### src/pkg/psp_pkg.sv
// Constants and types for the parallel slave port block.
// Assumes a 32-bit AHB-Lite bus with one aligned word per register.
package psp_pkg;

    // Register indices; byte address is four times the index.
    localparam logic [7:0] IDX_DATA  = 8'h08;
    localparam logic [7:0] IDX_CTRL  = 8'h09;
    localparam logic [7:0] IDX_FLAG  = 8'h0C;
    localparam logic [7:0] IDX_DDIR  = 8'h88;
    localparam logic [7:0] IDX_DIRST = 8'h89;
    localparam logic [7:0] IDX_ENAB  = 8'h8C;
    localparam logic [7:0] IDX_ANCFG = 8'h9F;

    // Word index position inside the byte address.
    localparam int ADDR_LSB = 2;
    localparam int ADDR_MSB = 9;
    localparam int TRANS_ACT_BIT = 1;

    // Fields of direction_and_slave_status.
    localparam int IBF_BIT  = 7;
    localparam int OBF_BIT  = 6;
    localparam int OVF_BIT  = 5;
    localparam int MODE_BIT = 4;

    // Slave port flag and enable position.
    localparam int IRQ_BIT = 7;

    // Reset values.
    localparam logic [7:0] DIRST_RST = 8'h07;
    localparam logic [7:0] FLAG_RST  = 8'h00;
    localparam logic [7:0] ENAB_RST  = 8'h00;
    localparam logic [7:0] ANCFG_RST = 8'h00;
    localparam logic [7:0] DDIR_RST  = 8'hFF;

    // Writable bits of analog_pin_config.
    localparam logic [7:0] ANCFG_WMASK = 8'h8F;

    // Analog config codes that make the control pins digital.
    localparam logic [3:0] DIG_CODE_A = 4'h6;
    localparam logic [3:0] DIG_CODE_B = 4'h7;

    // External transfer tracker.
    typedef enum logic [2:0] {
        XF_IDLE  = 3'b001,
        XF_WRITE = 3'b010,
        XF_READ  = 3'b100
    } psp_xfer_e;

endpackage : psp_pkg

### src/core/psp_ctrl.sv
// Parallel slave port with control pin port and AHB-Lite registers.
// Assumes pins are asynchronous and the bus runs on ref_clk_in.
//
// Operation
// Direction bits set each control pin's direction.
// Slave mode uses control pins as strobes.
// Host sets pins input and digital first.
// Analog control pins read back as zero.
// Direction bits drive outputs even when analog.
// Power-on reset makes control pins analog.
// Slave mode data port is external latch.
// Chip select and write low captures byte.
// Chip select and read low drives latch.
// Read strobe low with select means read.
// Write strobe low with select means write.
// Chip select is active low.
// Input full flag set on external write.
// Output full flag until external read.
// Overflow on write to full input latch.
// Mode bit picks slave port or GPIO.
// Status bit 3 always reads zero.
// Internal write loads latch, read returns pins.
// Internal read clears, write sets full flags.
// Transfer end sets flag, enable requests irq.
// Strobes synchronised before low detection.
`timescale 1ns/1ps

module psp_ctrl (
    input  wire logic        ref_clk_in,
    input  wire logic        rst_n_in,
    input  wire logic        hsel_in,
    input  wire logic [31:0] haddr_in,
    input  wire logic [1:0]  htrans_in,
    input  wire logic        hwrite_in,
    input  wire logic [2:0]  hsize_in,
    input  wire logic        hready_in,
    input  wire logic [31:0] hwdata_in,
    output logic      [31:0] hrdata_out,
    output logic             hreadyout_out,
    output logic             hresp_out,
    input  wire logic [7:0]  data_pin_in,
    output logic      [7:0]  data_pin_out,
    output logic      [7:0]  data_pin_oe_out,
    input  wire logic [2:0]  ctrl_pin_in,
    output logic      [2:0]  ctrl_pin_out,
    output logic      [2:0]  ctrl_pin_oe_out,
    output logic             irq_out
);

    // Pin synchronisers.
    logic [7:0] dpin_s1_reg;
    logic [7:0] dpin_s2_reg;
    logic [2:0] cpin_s1_reg;
    logic [2:0] cpin_s2_reg;

    // Software visible state.
    logic [2:0] dir_reg;
    logic       mode_reg;
    logic       ibf_reg;
    logic       obf_reg;
    logic       ovf_reg;
    logic [7:0] flag_reg;
    logic [7:0] enab_reg;
    logic [7:0] ancfg_reg;
    logic [7:0] ddir_reg;
    logic [7:0] dlat_reg;
    logic [7:0] inlat_reg;
    logic [2:0] clat_reg;

    // Bus pipeline.
    logic        wr_pend_reg;
    logic [7:0]  wr_idx_reg;
    logic        rd_pend_reg;
    logic [7:0]  rd_idx_reg;
    logic [31:0] hrdata_reg;
    logic        hready_reg;

    // Pin drivers.
    logic [7:0] dout_reg;
    logic [7:0] doe_reg;
    logic [2:0] cout_reg;
    logic [2:0] coe_reg;
    logic       irq_reg;

    psp_pkg::psp_xfer_e xfer_reg;
    psp_pkg::psp_xfer_e xfer_next;

    logic       ibf_next;
    logic       obf_next;
    logic       ovf_next;
    logic [7:0] flag_next;
    logic [7:0] flag_wr;
    logic [7:0] rd_byte;
    logic [7:0] doe_next;

    // Bus decode.
    wire       addr_ok;
    wire       rd_take;
    wire       wr_take;
    wire [7:0] acc_idx;
    wire [7:0] wdat;
    wire       sw_wr_data;
    wire       sw_wr_ctrl;
    wire       sw_wr_flag;
    wire       sw_wr_ddir;
    wire       sw_wr_dirst;
    wire       sw_wr_enab;
    wire       sw_wr_ancfg;
    wire       sw_rd_data;

    assign addr_ok = hsel_in & htrans_in[psp_pkg::TRANS_ACT_BIT]
                   & hready_in;
    assign rd_take = addr_ok & ~hwrite_in;
    assign wr_take = addr_ok & hwrite_in;
    assign acc_idx = haddr_in[psp_pkg::ADDR_MSB:psp_pkg::ADDR_LSB];
    assign wdat    = hwdata_in[7:0];

    assign sw_wr_data  = wr_pend_reg & (wr_idx_reg == psp_pkg::IDX_DATA);
    assign sw_wr_ctrl  = wr_pend_reg & (wr_idx_reg == psp_pkg::IDX_CTRL);
    assign sw_wr_flag  = wr_pend_reg & (wr_idx_reg == psp_pkg::IDX_FLAG);
    assign sw_wr_ddir  = wr_pend_reg & (wr_idx_reg == psp_pkg::IDX_DDIR);
    assign sw_wr_dirst = wr_pend_reg & (wr_idx_reg == psp_pkg::IDX_DIRST);
    assign sw_wr_enab  = wr_pend_reg & (wr_idx_reg == psp_pkg::IDX_ENAB);
    assign sw_wr_ancfg = wr_pend_reg & (wr_idx_reg == psp_pkg::IDX_ANCFG);
    assign sw_rd_data  = rd_pend_reg & (rd_idx_reg == psp_pkg::IDX_DATA);

    // Control pin strobes and analog selection.
    wire       pins_digital;
    wire [2:0] ctrl_rd;
    wire       cs_act;
    wire       wr_act;
    wire       rd_act;
    wire       ext_wr_start;
    wire       ext_rd_start;
    wire       ext_end;

    assign pins_digital = (ancfg_reg[3:0] == psp_pkg::DIG_CODE_A)
                        | (ancfg_reg[3:0] == psp_pkg::DIG_CODE_B);

    // analog pins read zero.
    assign ctrl_rd = pins_digital ? cpin_s2_reg : 3'h0;

    // select is low, strobes used in slave mode.
    assign cs_act = mode_reg & ~cpin_s2_reg[2];
    // write needs select.
    assign wr_act = cs_act & ~cpin_s2_reg[1];
    // read needs select.
    assign rd_act = cs_act & ~cpin_s2_reg[0];

    // first detection of write.
    assign ext_wr_start = (xfer_reg == psp_pkg::XF_IDLE) & wr_act;
    // first detection of read.
    assign ext_rd_start = (xfer_reg == psp_pkg::XF_IDLE) & ~wr_act
                        & rd_act;
    // transfer completes.
    assign ext_end = ((xfer_reg == psp_pkg::XF_WRITE) & ~wr_act)
                   | ((xfer_reg == psp_pkg::XF_READ) & ~rd_act);

    // Transfer tracker.
    always_comb begin
        xfer_next = xfer_reg;
        unique case (xfer_reg)
            psp_pkg::XF_IDLE: begin
                if (ext_wr_start) begin
                    xfer_next = psp_pkg::XF_WRITE;
                end else if (ext_rd_start) begin
                    xfer_next = psp_pkg::XF_READ;
                end
            end
            psp_pkg::XF_WRITE: begin
                if (!wr_act) begin
                    xfer_next = psp_pkg::XF_IDLE;
                end
            end
            psp_pkg::XF_READ: begin
                if (!rd_act) begin
                    xfer_next = psp_pkg::XF_IDLE;
                end
            end
            default: begin
                xfer_next = psp_pkg::XF_IDLE;
            end
        endcase
    end

    // Status flag next values; hardware set wins over clear.
    always_comb begin
        ibf_next = ibf_reg;
        // internal read clears input full.
        if (sw_rd_data) begin
            ibf_next = 1'b0;
        end
        // external write sets input full.
        if (ext_wr_start) begin
            ibf_next = 1'b1;
        end
    end

    always_comb begin
        obf_next = obf_reg;
        // external read empties output.
        if (ext_rd_start) begin
            obf_next = 1'b0;
        end
        // internal write fills output in slave mode.
        if (sw_wr_data && mode_reg) begin
            obf_next = 1'b1;
        end
    end

    always_comb begin
        ovf_next = ovf_reg;
        if (sw_wr_dirst) begin
            ovf_next = wdat[psp_pkg::OVF_BIT];
        end
        // overflow sticks until software.
        if (ext_wr_start && ibf_reg) begin
            ovf_next = 1'b1;
        end
    end

    assign flag_wr = sw_wr_flag ? wdat : flag_reg;

    always_comb begin
        flag_next = flag_wr;
        // end of transfer sets flag.
        if (ext_end) begin
            flag_next[psp_pkg::IRQ_BIT] = 1'b1;
        end
    end

    // Register read mux.
    always_comb begin
        rd_byte = 8'h00;
        unique case (rd_idx_reg)
            psp_pkg::IDX_DATA: begin
                // pins in GPIO mode, latch in slave mode.
                rd_byte = mode_reg ? inlat_reg : dpin_s2_reg;
            end
            psp_pkg::IDX_CTRL: begin
                rd_byte = {5'h00, ctrl_rd};
            end
            psp_pkg::IDX_FLAG: begin
                rd_byte = flag_reg;
            end
            psp_pkg::IDX_DDIR: begin
                rd_byte = ddir_reg;
            end
            psp_pkg::IDX_DIRST: begin
                // bit 3 reads zero.
                rd_byte = {ibf_reg, obf_reg, ovf_reg, mode_reg,
                           1'b0, dir_reg};
            end
            psp_pkg::IDX_ENAB: begin
                rd_byte = enab_reg;
            end
            psp_pkg::IDX_ANCFG: begin
                rd_byte = ancfg_reg;
            end
            default: begin
                rd_byte = 8'h00;
            end
        endcase
    end

    // Data pin enables per bit.
    genvar gi;
    generate
        for (gi = 0; gi < 8; gi = gi + 1) begin : g_doe
            // drive on read in slave mode, else direction.
            assign doe_next[gi] = mode_reg
                ? ((xfer_reg == psp_pkg::XF_READ) & rd_act)
                : ~ddir_reg[gi];
        end
    endgenerate

    // two-stage pin synchronisers.
    always_ff @(posedge ref_clk_in or negedge rst_n_in) begin
        if (!rst_n_in) begin
            dpin_s1_reg <= 8'h00;
            dpin_s2_reg <= 8'h00;
            cpin_s1_reg <= 3'h7;
            cpin_s2_reg <= 3'h7;
        end else begin
            dpin_s1_reg <= data_pin_in;
            dpin_s2_reg <= dpin_s1_reg;
            cpin_s1_reg <= ctrl_pin_in;
            cpin_s2_reg <= cpin_s1_reg;
        end
    end

    // Bus pipeline; reads take one wait state.
    always_ff @(posedge ref_clk_in or negedge rst_n_in) begin
        if (!rst_n_in) begin
            wr_pend_reg <= 1'b0;
            wr_idx_reg  <= 8'h00;
            rd_pend_reg <= 1'b0;
            rd_idx_reg  <= 8'h00;
            hready_reg  <= 1'b1;
        end else begin
            wr_pend_reg <= wr_take;
            rd_pend_reg <= rd_take;
            hready_reg  <= ~rd_take;
            if (addr_ok) begin
                wr_idx_reg <= acc_idx;
                rd_idx_reg <= acc_idx;
            end
        end
    end

    always_ff @(posedge ref_clk_in or negedge rst_n_in) begin
        if (!rst_n_in) begin
            hrdata_reg <= 32'h0000_0000;
        end else if (rd_pend_reg) begin
            hrdata_reg <= {24'h00_0000, rd_byte};
        end
    end

    // Direction, mode and config registers.
    always_ff @(posedge ref_clk_in or negedge rst_n_in) begin
        if (!rst_n_in) begin
            // reset leaves control pins analog inputs.
            dir_reg   <= psp_pkg::DIRST_RST[2:0];
            mode_reg  <= psp_pkg::DIRST_RST[psp_pkg::MODE_BIT];
            ancfg_reg <= psp_pkg::ANCFG_RST;
            ddir_reg  <= psp_pkg::DDIR_RST;
            enab_reg  <= psp_pkg::ENAB_RST;
        end else begin
            if (sw_wr_dirst) begin
                // direction bits and mode select.
                dir_reg  <= wdat[2:0];
                mode_reg <= wdat[psp_pkg::MODE_BIT];
            end
            if (sw_wr_ancfg) begin
                ancfg_reg <= wdat & psp_pkg::ANCFG_WMASK;
            end
            if (sw_wr_ddir) begin
                ddir_reg <= wdat;
            end
            if (sw_wr_enab) begin
                enab_reg <= wdat;
            end
        end
    end

    // Status flags and transfer state.
    always_ff @(posedge ref_clk_in or negedge rst_n_in) begin
        if (!rst_n_in) begin
            ibf_reg  <= psp_pkg::DIRST_RST[psp_pkg::IBF_BIT];
            obf_reg  <= psp_pkg::DIRST_RST[psp_pkg::OBF_BIT];
            ovf_reg  <= psp_pkg::DIRST_RST[psp_pkg::OVF_BIT];
            flag_reg <= psp_pkg::FLAG_RST;
            xfer_reg <= psp_pkg::XF_IDLE;
        end else begin
            ibf_reg  <= ibf_next;
            obf_reg  <= obf_next;
            ovf_reg  <= ovf_next;
            flag_reg <= flag_next;
            xfer_reg <= xfer_next;
        end
    end

    // Data latches.
    always_ff @(posedge ref_clk_in or negedge rst_n_in) begin
        if (!rst_n_in) begin
            dlat_reg  <= 8'h00;
            inlat_reg <= 8'h00;
            clat_reg  <= 3'h0;
        end else begin
            // internal write loads the output latch.
            if (sw_wr_data) begin
                dlat_reg <= wdat;
            end
            // capture external byte.
            if (ext_wr_start) begin
                inlat_reg <= dpin_s2_reg;
            end
            if (sw_wr_ctrl) begin
                clat_reg <= wdat[2:0];
            end
        end
    end

    // Pin and interrupt drivers.
    always_ff @(posedge ref_clk_in or negedge rst_n_in) begin
        if (!rst_n_in) begin
            dout_reg <= 8'h00;
            doe_reg  <= 8'h00;
            cout_reg <= 3'h0;
            coe_reg  <= 3'h0;
            irq_reg  <= 1'b0;
        end else begin
            dout_reg <= dlat_reg;
            doe_reg  <= doe_next;
            cout_reg <= clat_reg;
            // direction drives outputs even when analog.
            coe_reg  <= ~dir_reg;
            // request when flag and enable set.
            irq_reg  <= flag_reg[psp_pkg::IRQ_BIT]
                      & enab_reg[psp_pkg::IRQ_BIT];
        end
    end

    assign hrdata_out      = hrdata_reg;
    assign hreadyout_out   = hready_reg;
    assign hresp_out       = 1'b0;
    assign data_pin_out    = dout_reg;
    assign data_pin_oe_out = doe_reg;
    assign ctrl_pin_out    = cout_reg;
    assign ctrl_pin_oe_out = coe_reg;
    assign irq_out         = irq_reg;

endmodule : psp_ctrl

### config.mk
export PLATFORM = sky130hd
export DESIGN_NAME = psp_ctrl
export DESIGN_NICKNAME = d
export VERILOG_FILES = /design/src/pkg/psp_pkg.sv /design/src/core/psp_ctrl.sv
export SDC_FILE = /design/constraint.sdc
export NUM_CORES = 1
export LEC_CHECK = 0
export BUFFER_PORTS_ARGS = -buffer_cell sky130_fd_sc_hd__buf_2
export CORE_AREA = 2 2 114 116
export CTS_CLUSTER_SIZE = 10
export DETAILED_ROUTE_END_ITERATION = 8
export DIE_AREA = 0 0 116 118
export SYNTH_ARGS = -nofsm -noshare
export SYNTH_HDL_FRONTEND = slang
export SYNTH_SLANG_ARGS = --single-unit
### constraint.sdc
create_clock -name ref_clk_in -period 1.9 [get_ports ref_clk_in]
set_input_delay 0.38 -clock ref_clk_in [delete_from_list [all_inputs] [get_ports ref_clk_in]]
set_output_delay 0.38 -clock ref_clk_in [all_outputs]
set_load 0.005 [all_outputs]
==> qor.txt <==
Leak pwr: 2.842 nW
Row count: 41
Height of the chip: 118 um
Mapped Area: 4996 um2
Area growth syn-to-layout: 24.57%
Vias in the first global route: 3246
Post-DP Area: 5638 um2
Min-delay src: ctrl_pin_in[0]
RePlAce Congestion: 0.8878
CTS tree: done
Total core area: 12410 um2
Crit path capture type: register
Final nets: 553
Reg2reg end: enab_reg[2]
Clk buf depth: 2
Multi-input gate area: 1750 um2
Pre-CTS setup slack: 0.02875 ns
Design Power: 6.654 mW
# IOs: 142
Share of the yosys chip area belonging to registers: 0.6158
Antenna-violating nets left: 0
Die area: 13690 um2
Final Worst Setup Slack: 0.08983 ns
Avg Cell Area, Syn: 13.65 um2
DR pass1 iterations: 4
Fin area: 6223 um2
Storage element area: 3082 um2
Share of the synthesized area in the top cell type: 0.5159
Total CTS buffers: 17
# diodes: 0
Post-synth EDFFs: 0
Port bufs: 64
Req. time, crit path: 2.19 ns
Worst Skew: 0.01037 ns
Worst-path maximum fanout: 8
Commonest register cell after synthesis: dfrtp_1
DRT iter0 DRCs: 138
Fin Hold WS: 0.06992 ns
Synth top area cells: dfrtp_1 52%, mux2_2 14%, dfstp_2 10%, buf_4 4.1%, o21ai_0 1.8%
Post-Syn Instances: 366
FF-to-FF setup slack: 0.09 ns
Routed wire length: 10.58 mm
Final setup viols: 0
Share of post-route cells with drive strength above 1: 0.4615
FILL cells: 1135
Fmax: 0.5524 GHz
DRC: 0
Die width: 116 um
Synth warn: 0
Max IR drop VDD: 0.5043 mV
Max Slew Vio Count: 0
GRT overflow: 0
Vias: 3193
Max Cap Viol: 0
Post-CTS setup buffers: 0
Placed wire-length estimate: 7.607 mm
Yosys top cell by area: dfrtp_1
R2r startpoint: rd_idx_reg[0]
Clock Latency Late Sink: 0.41 ns
Vias per cell: 4.890
WP data arrival: 2.10 ns
Power per cell area: 1069 nW/um2
Final Cycle Share: 0.9527
Minimum clock period: 1.810 ns
Initial Utilization: 0.4024
Post-route setup TNS: 0 ns
Clock root buffer master: clkbuf_16
Clock slew at the register clock pins of the worst setup and hold paths: 0.05 ns
CTS H-Tree Depth: 4
WL/cell: 16.20 um
Hold Crit Class: input port to register
Async set-reset flop share out of synthesis: 1.000
Crit path from: rd_idx_reg[0]
First-pass GRT wire length: 17.19 mm
Yosys cell types: 51
GRT Util Overall: 0.1668
Clk sink count: 122
Register bit total from synthesis: 122
R2R cell count: 6
Status: complete, no violations
Crit Path Class: register to register
Largest net degree at the start of global routing: 45
Initial antenna violation count: 0
Final hold viol count: 0
Critical Path Start Type: register
CP endpoint: enab_reg[2]
## placed cells by master, fill, tap and decap left out, types with 4 or more instances in the layout
cell and instances:
a21oi_1 6, a22oi_1 5, buf_2 63, buf_4 28
clkbuf_1 4, clkbuf_16 17, clkinv_2 6, conb_1 25
dfrtp_1 99, dfrtp_2 4, dfstp_2 19, inv_1 10
mux2_2 61, mux2_4 4, mux2i_1 7, nand2_1 17
nand3_1 16, nor2_1 10, nor3_1 6, o21ai_0 18
## power by group
group          leakage, nW  switching [mW]  internal (mW)
combinational         1.15           0.348          0.371
clock                0.266            1.10           1.85
sequential            1.42           0.162           2.83
## metal layers
metal	up-vias	wire [um]	share of wire	GRT usage
met3	22	576	0.054	0.05407
met2	107	5146	0.49	0.2580
met5	-	0	0	0
met1	1585	4626	0.44	0.2190
met4	0	231	0.022	0.06101
li1	1479	-	-	-
## final cells by class
class,count,share of cell area
Clock inverter,9,0.01206
Tap cell,172,0.03458
Timing Repair Buffer,95,0.09570
Sequential cell,122,0.4952
Clock buffer,23,0.07519
Inverter,10,0.006031
Multi-Input combinational cell,222,0.2813
## logic make-up after synthesis
group,Yosys count,synth area share
flip-flops,122,0.6158
AND/OR/NAND/NOR,74,0.09016
multiplexers,73,0.1680
AO/OA/AOI/OAI,49,0.06612
buffers and inverters,46,0.05735
XOR/XNOR,1,0.001753
other,1,0.0007506
## worst min-delay path by stage
stage | endpoint | slack (ns) | cells past startpoint
after floorplan | ancfg_reg[0] | 0.08 | 0
after global routing | cpin_s1_reg[0] | 0.05 | 1
after CTS | dpin_s1_reg[2] | 0.05 | 1
after global placement | dpin_s2_reg[6] | 0.28 | 1
final | cpin_s1_reg[0] | 0.07 | 1
after detailed placement | dpin_s2_reg[6] | 0.28 | 1
## synthesized netlist by cell type, types with 2 or more instances
library cell and n:
a221oi_1 2, nor3b_1 3, and2_1 3, a32oi_1 3, dfrtp_1 103, nand3_1 16, mux2_2 61, a31oi_1 2
a222oi_1 2, a22oi_1 5, nor4b_2 2, nand2b_1 2, nand2_1 17, o211a_1 2, nor3_1 6, or3_1 2
o211ai_1 2, buf_2 4, inv_1 10, mux2i_1 7, dfstp_2 19, a21oi_1 6, o21ai_0 18, nor2_1 10
mux2_4 4, buf_4 27, clkbuf_1 4
## critical path, stage by stage (launching register included)
cell,delay [ns]
dfrtp_2,0.47
buf_4,0.18
nor4bb_2,0.28
buf_4,0.17
nand3_1,0.12
buf_4,0.21
mux2_2,0.27
## per-stage QoR
stage	utilization	instances
2_1_floorplan	-	390
3_3_place_gp	0.4541	620
3_5_place_dp	0.4541	620
4_1_cts	0.4987	653
5_1_grt	0.5013	653
6_report	0.5013	653
## repair_timing
item                                   in CTS  in global routing
resized for setup                           0                  8
hold buffers                                1                  0
setup endpoints to repair                   0                 34
endpoints found under the hold margin      15                  0
Note: power is estimated with default switching activity, not from simulation.
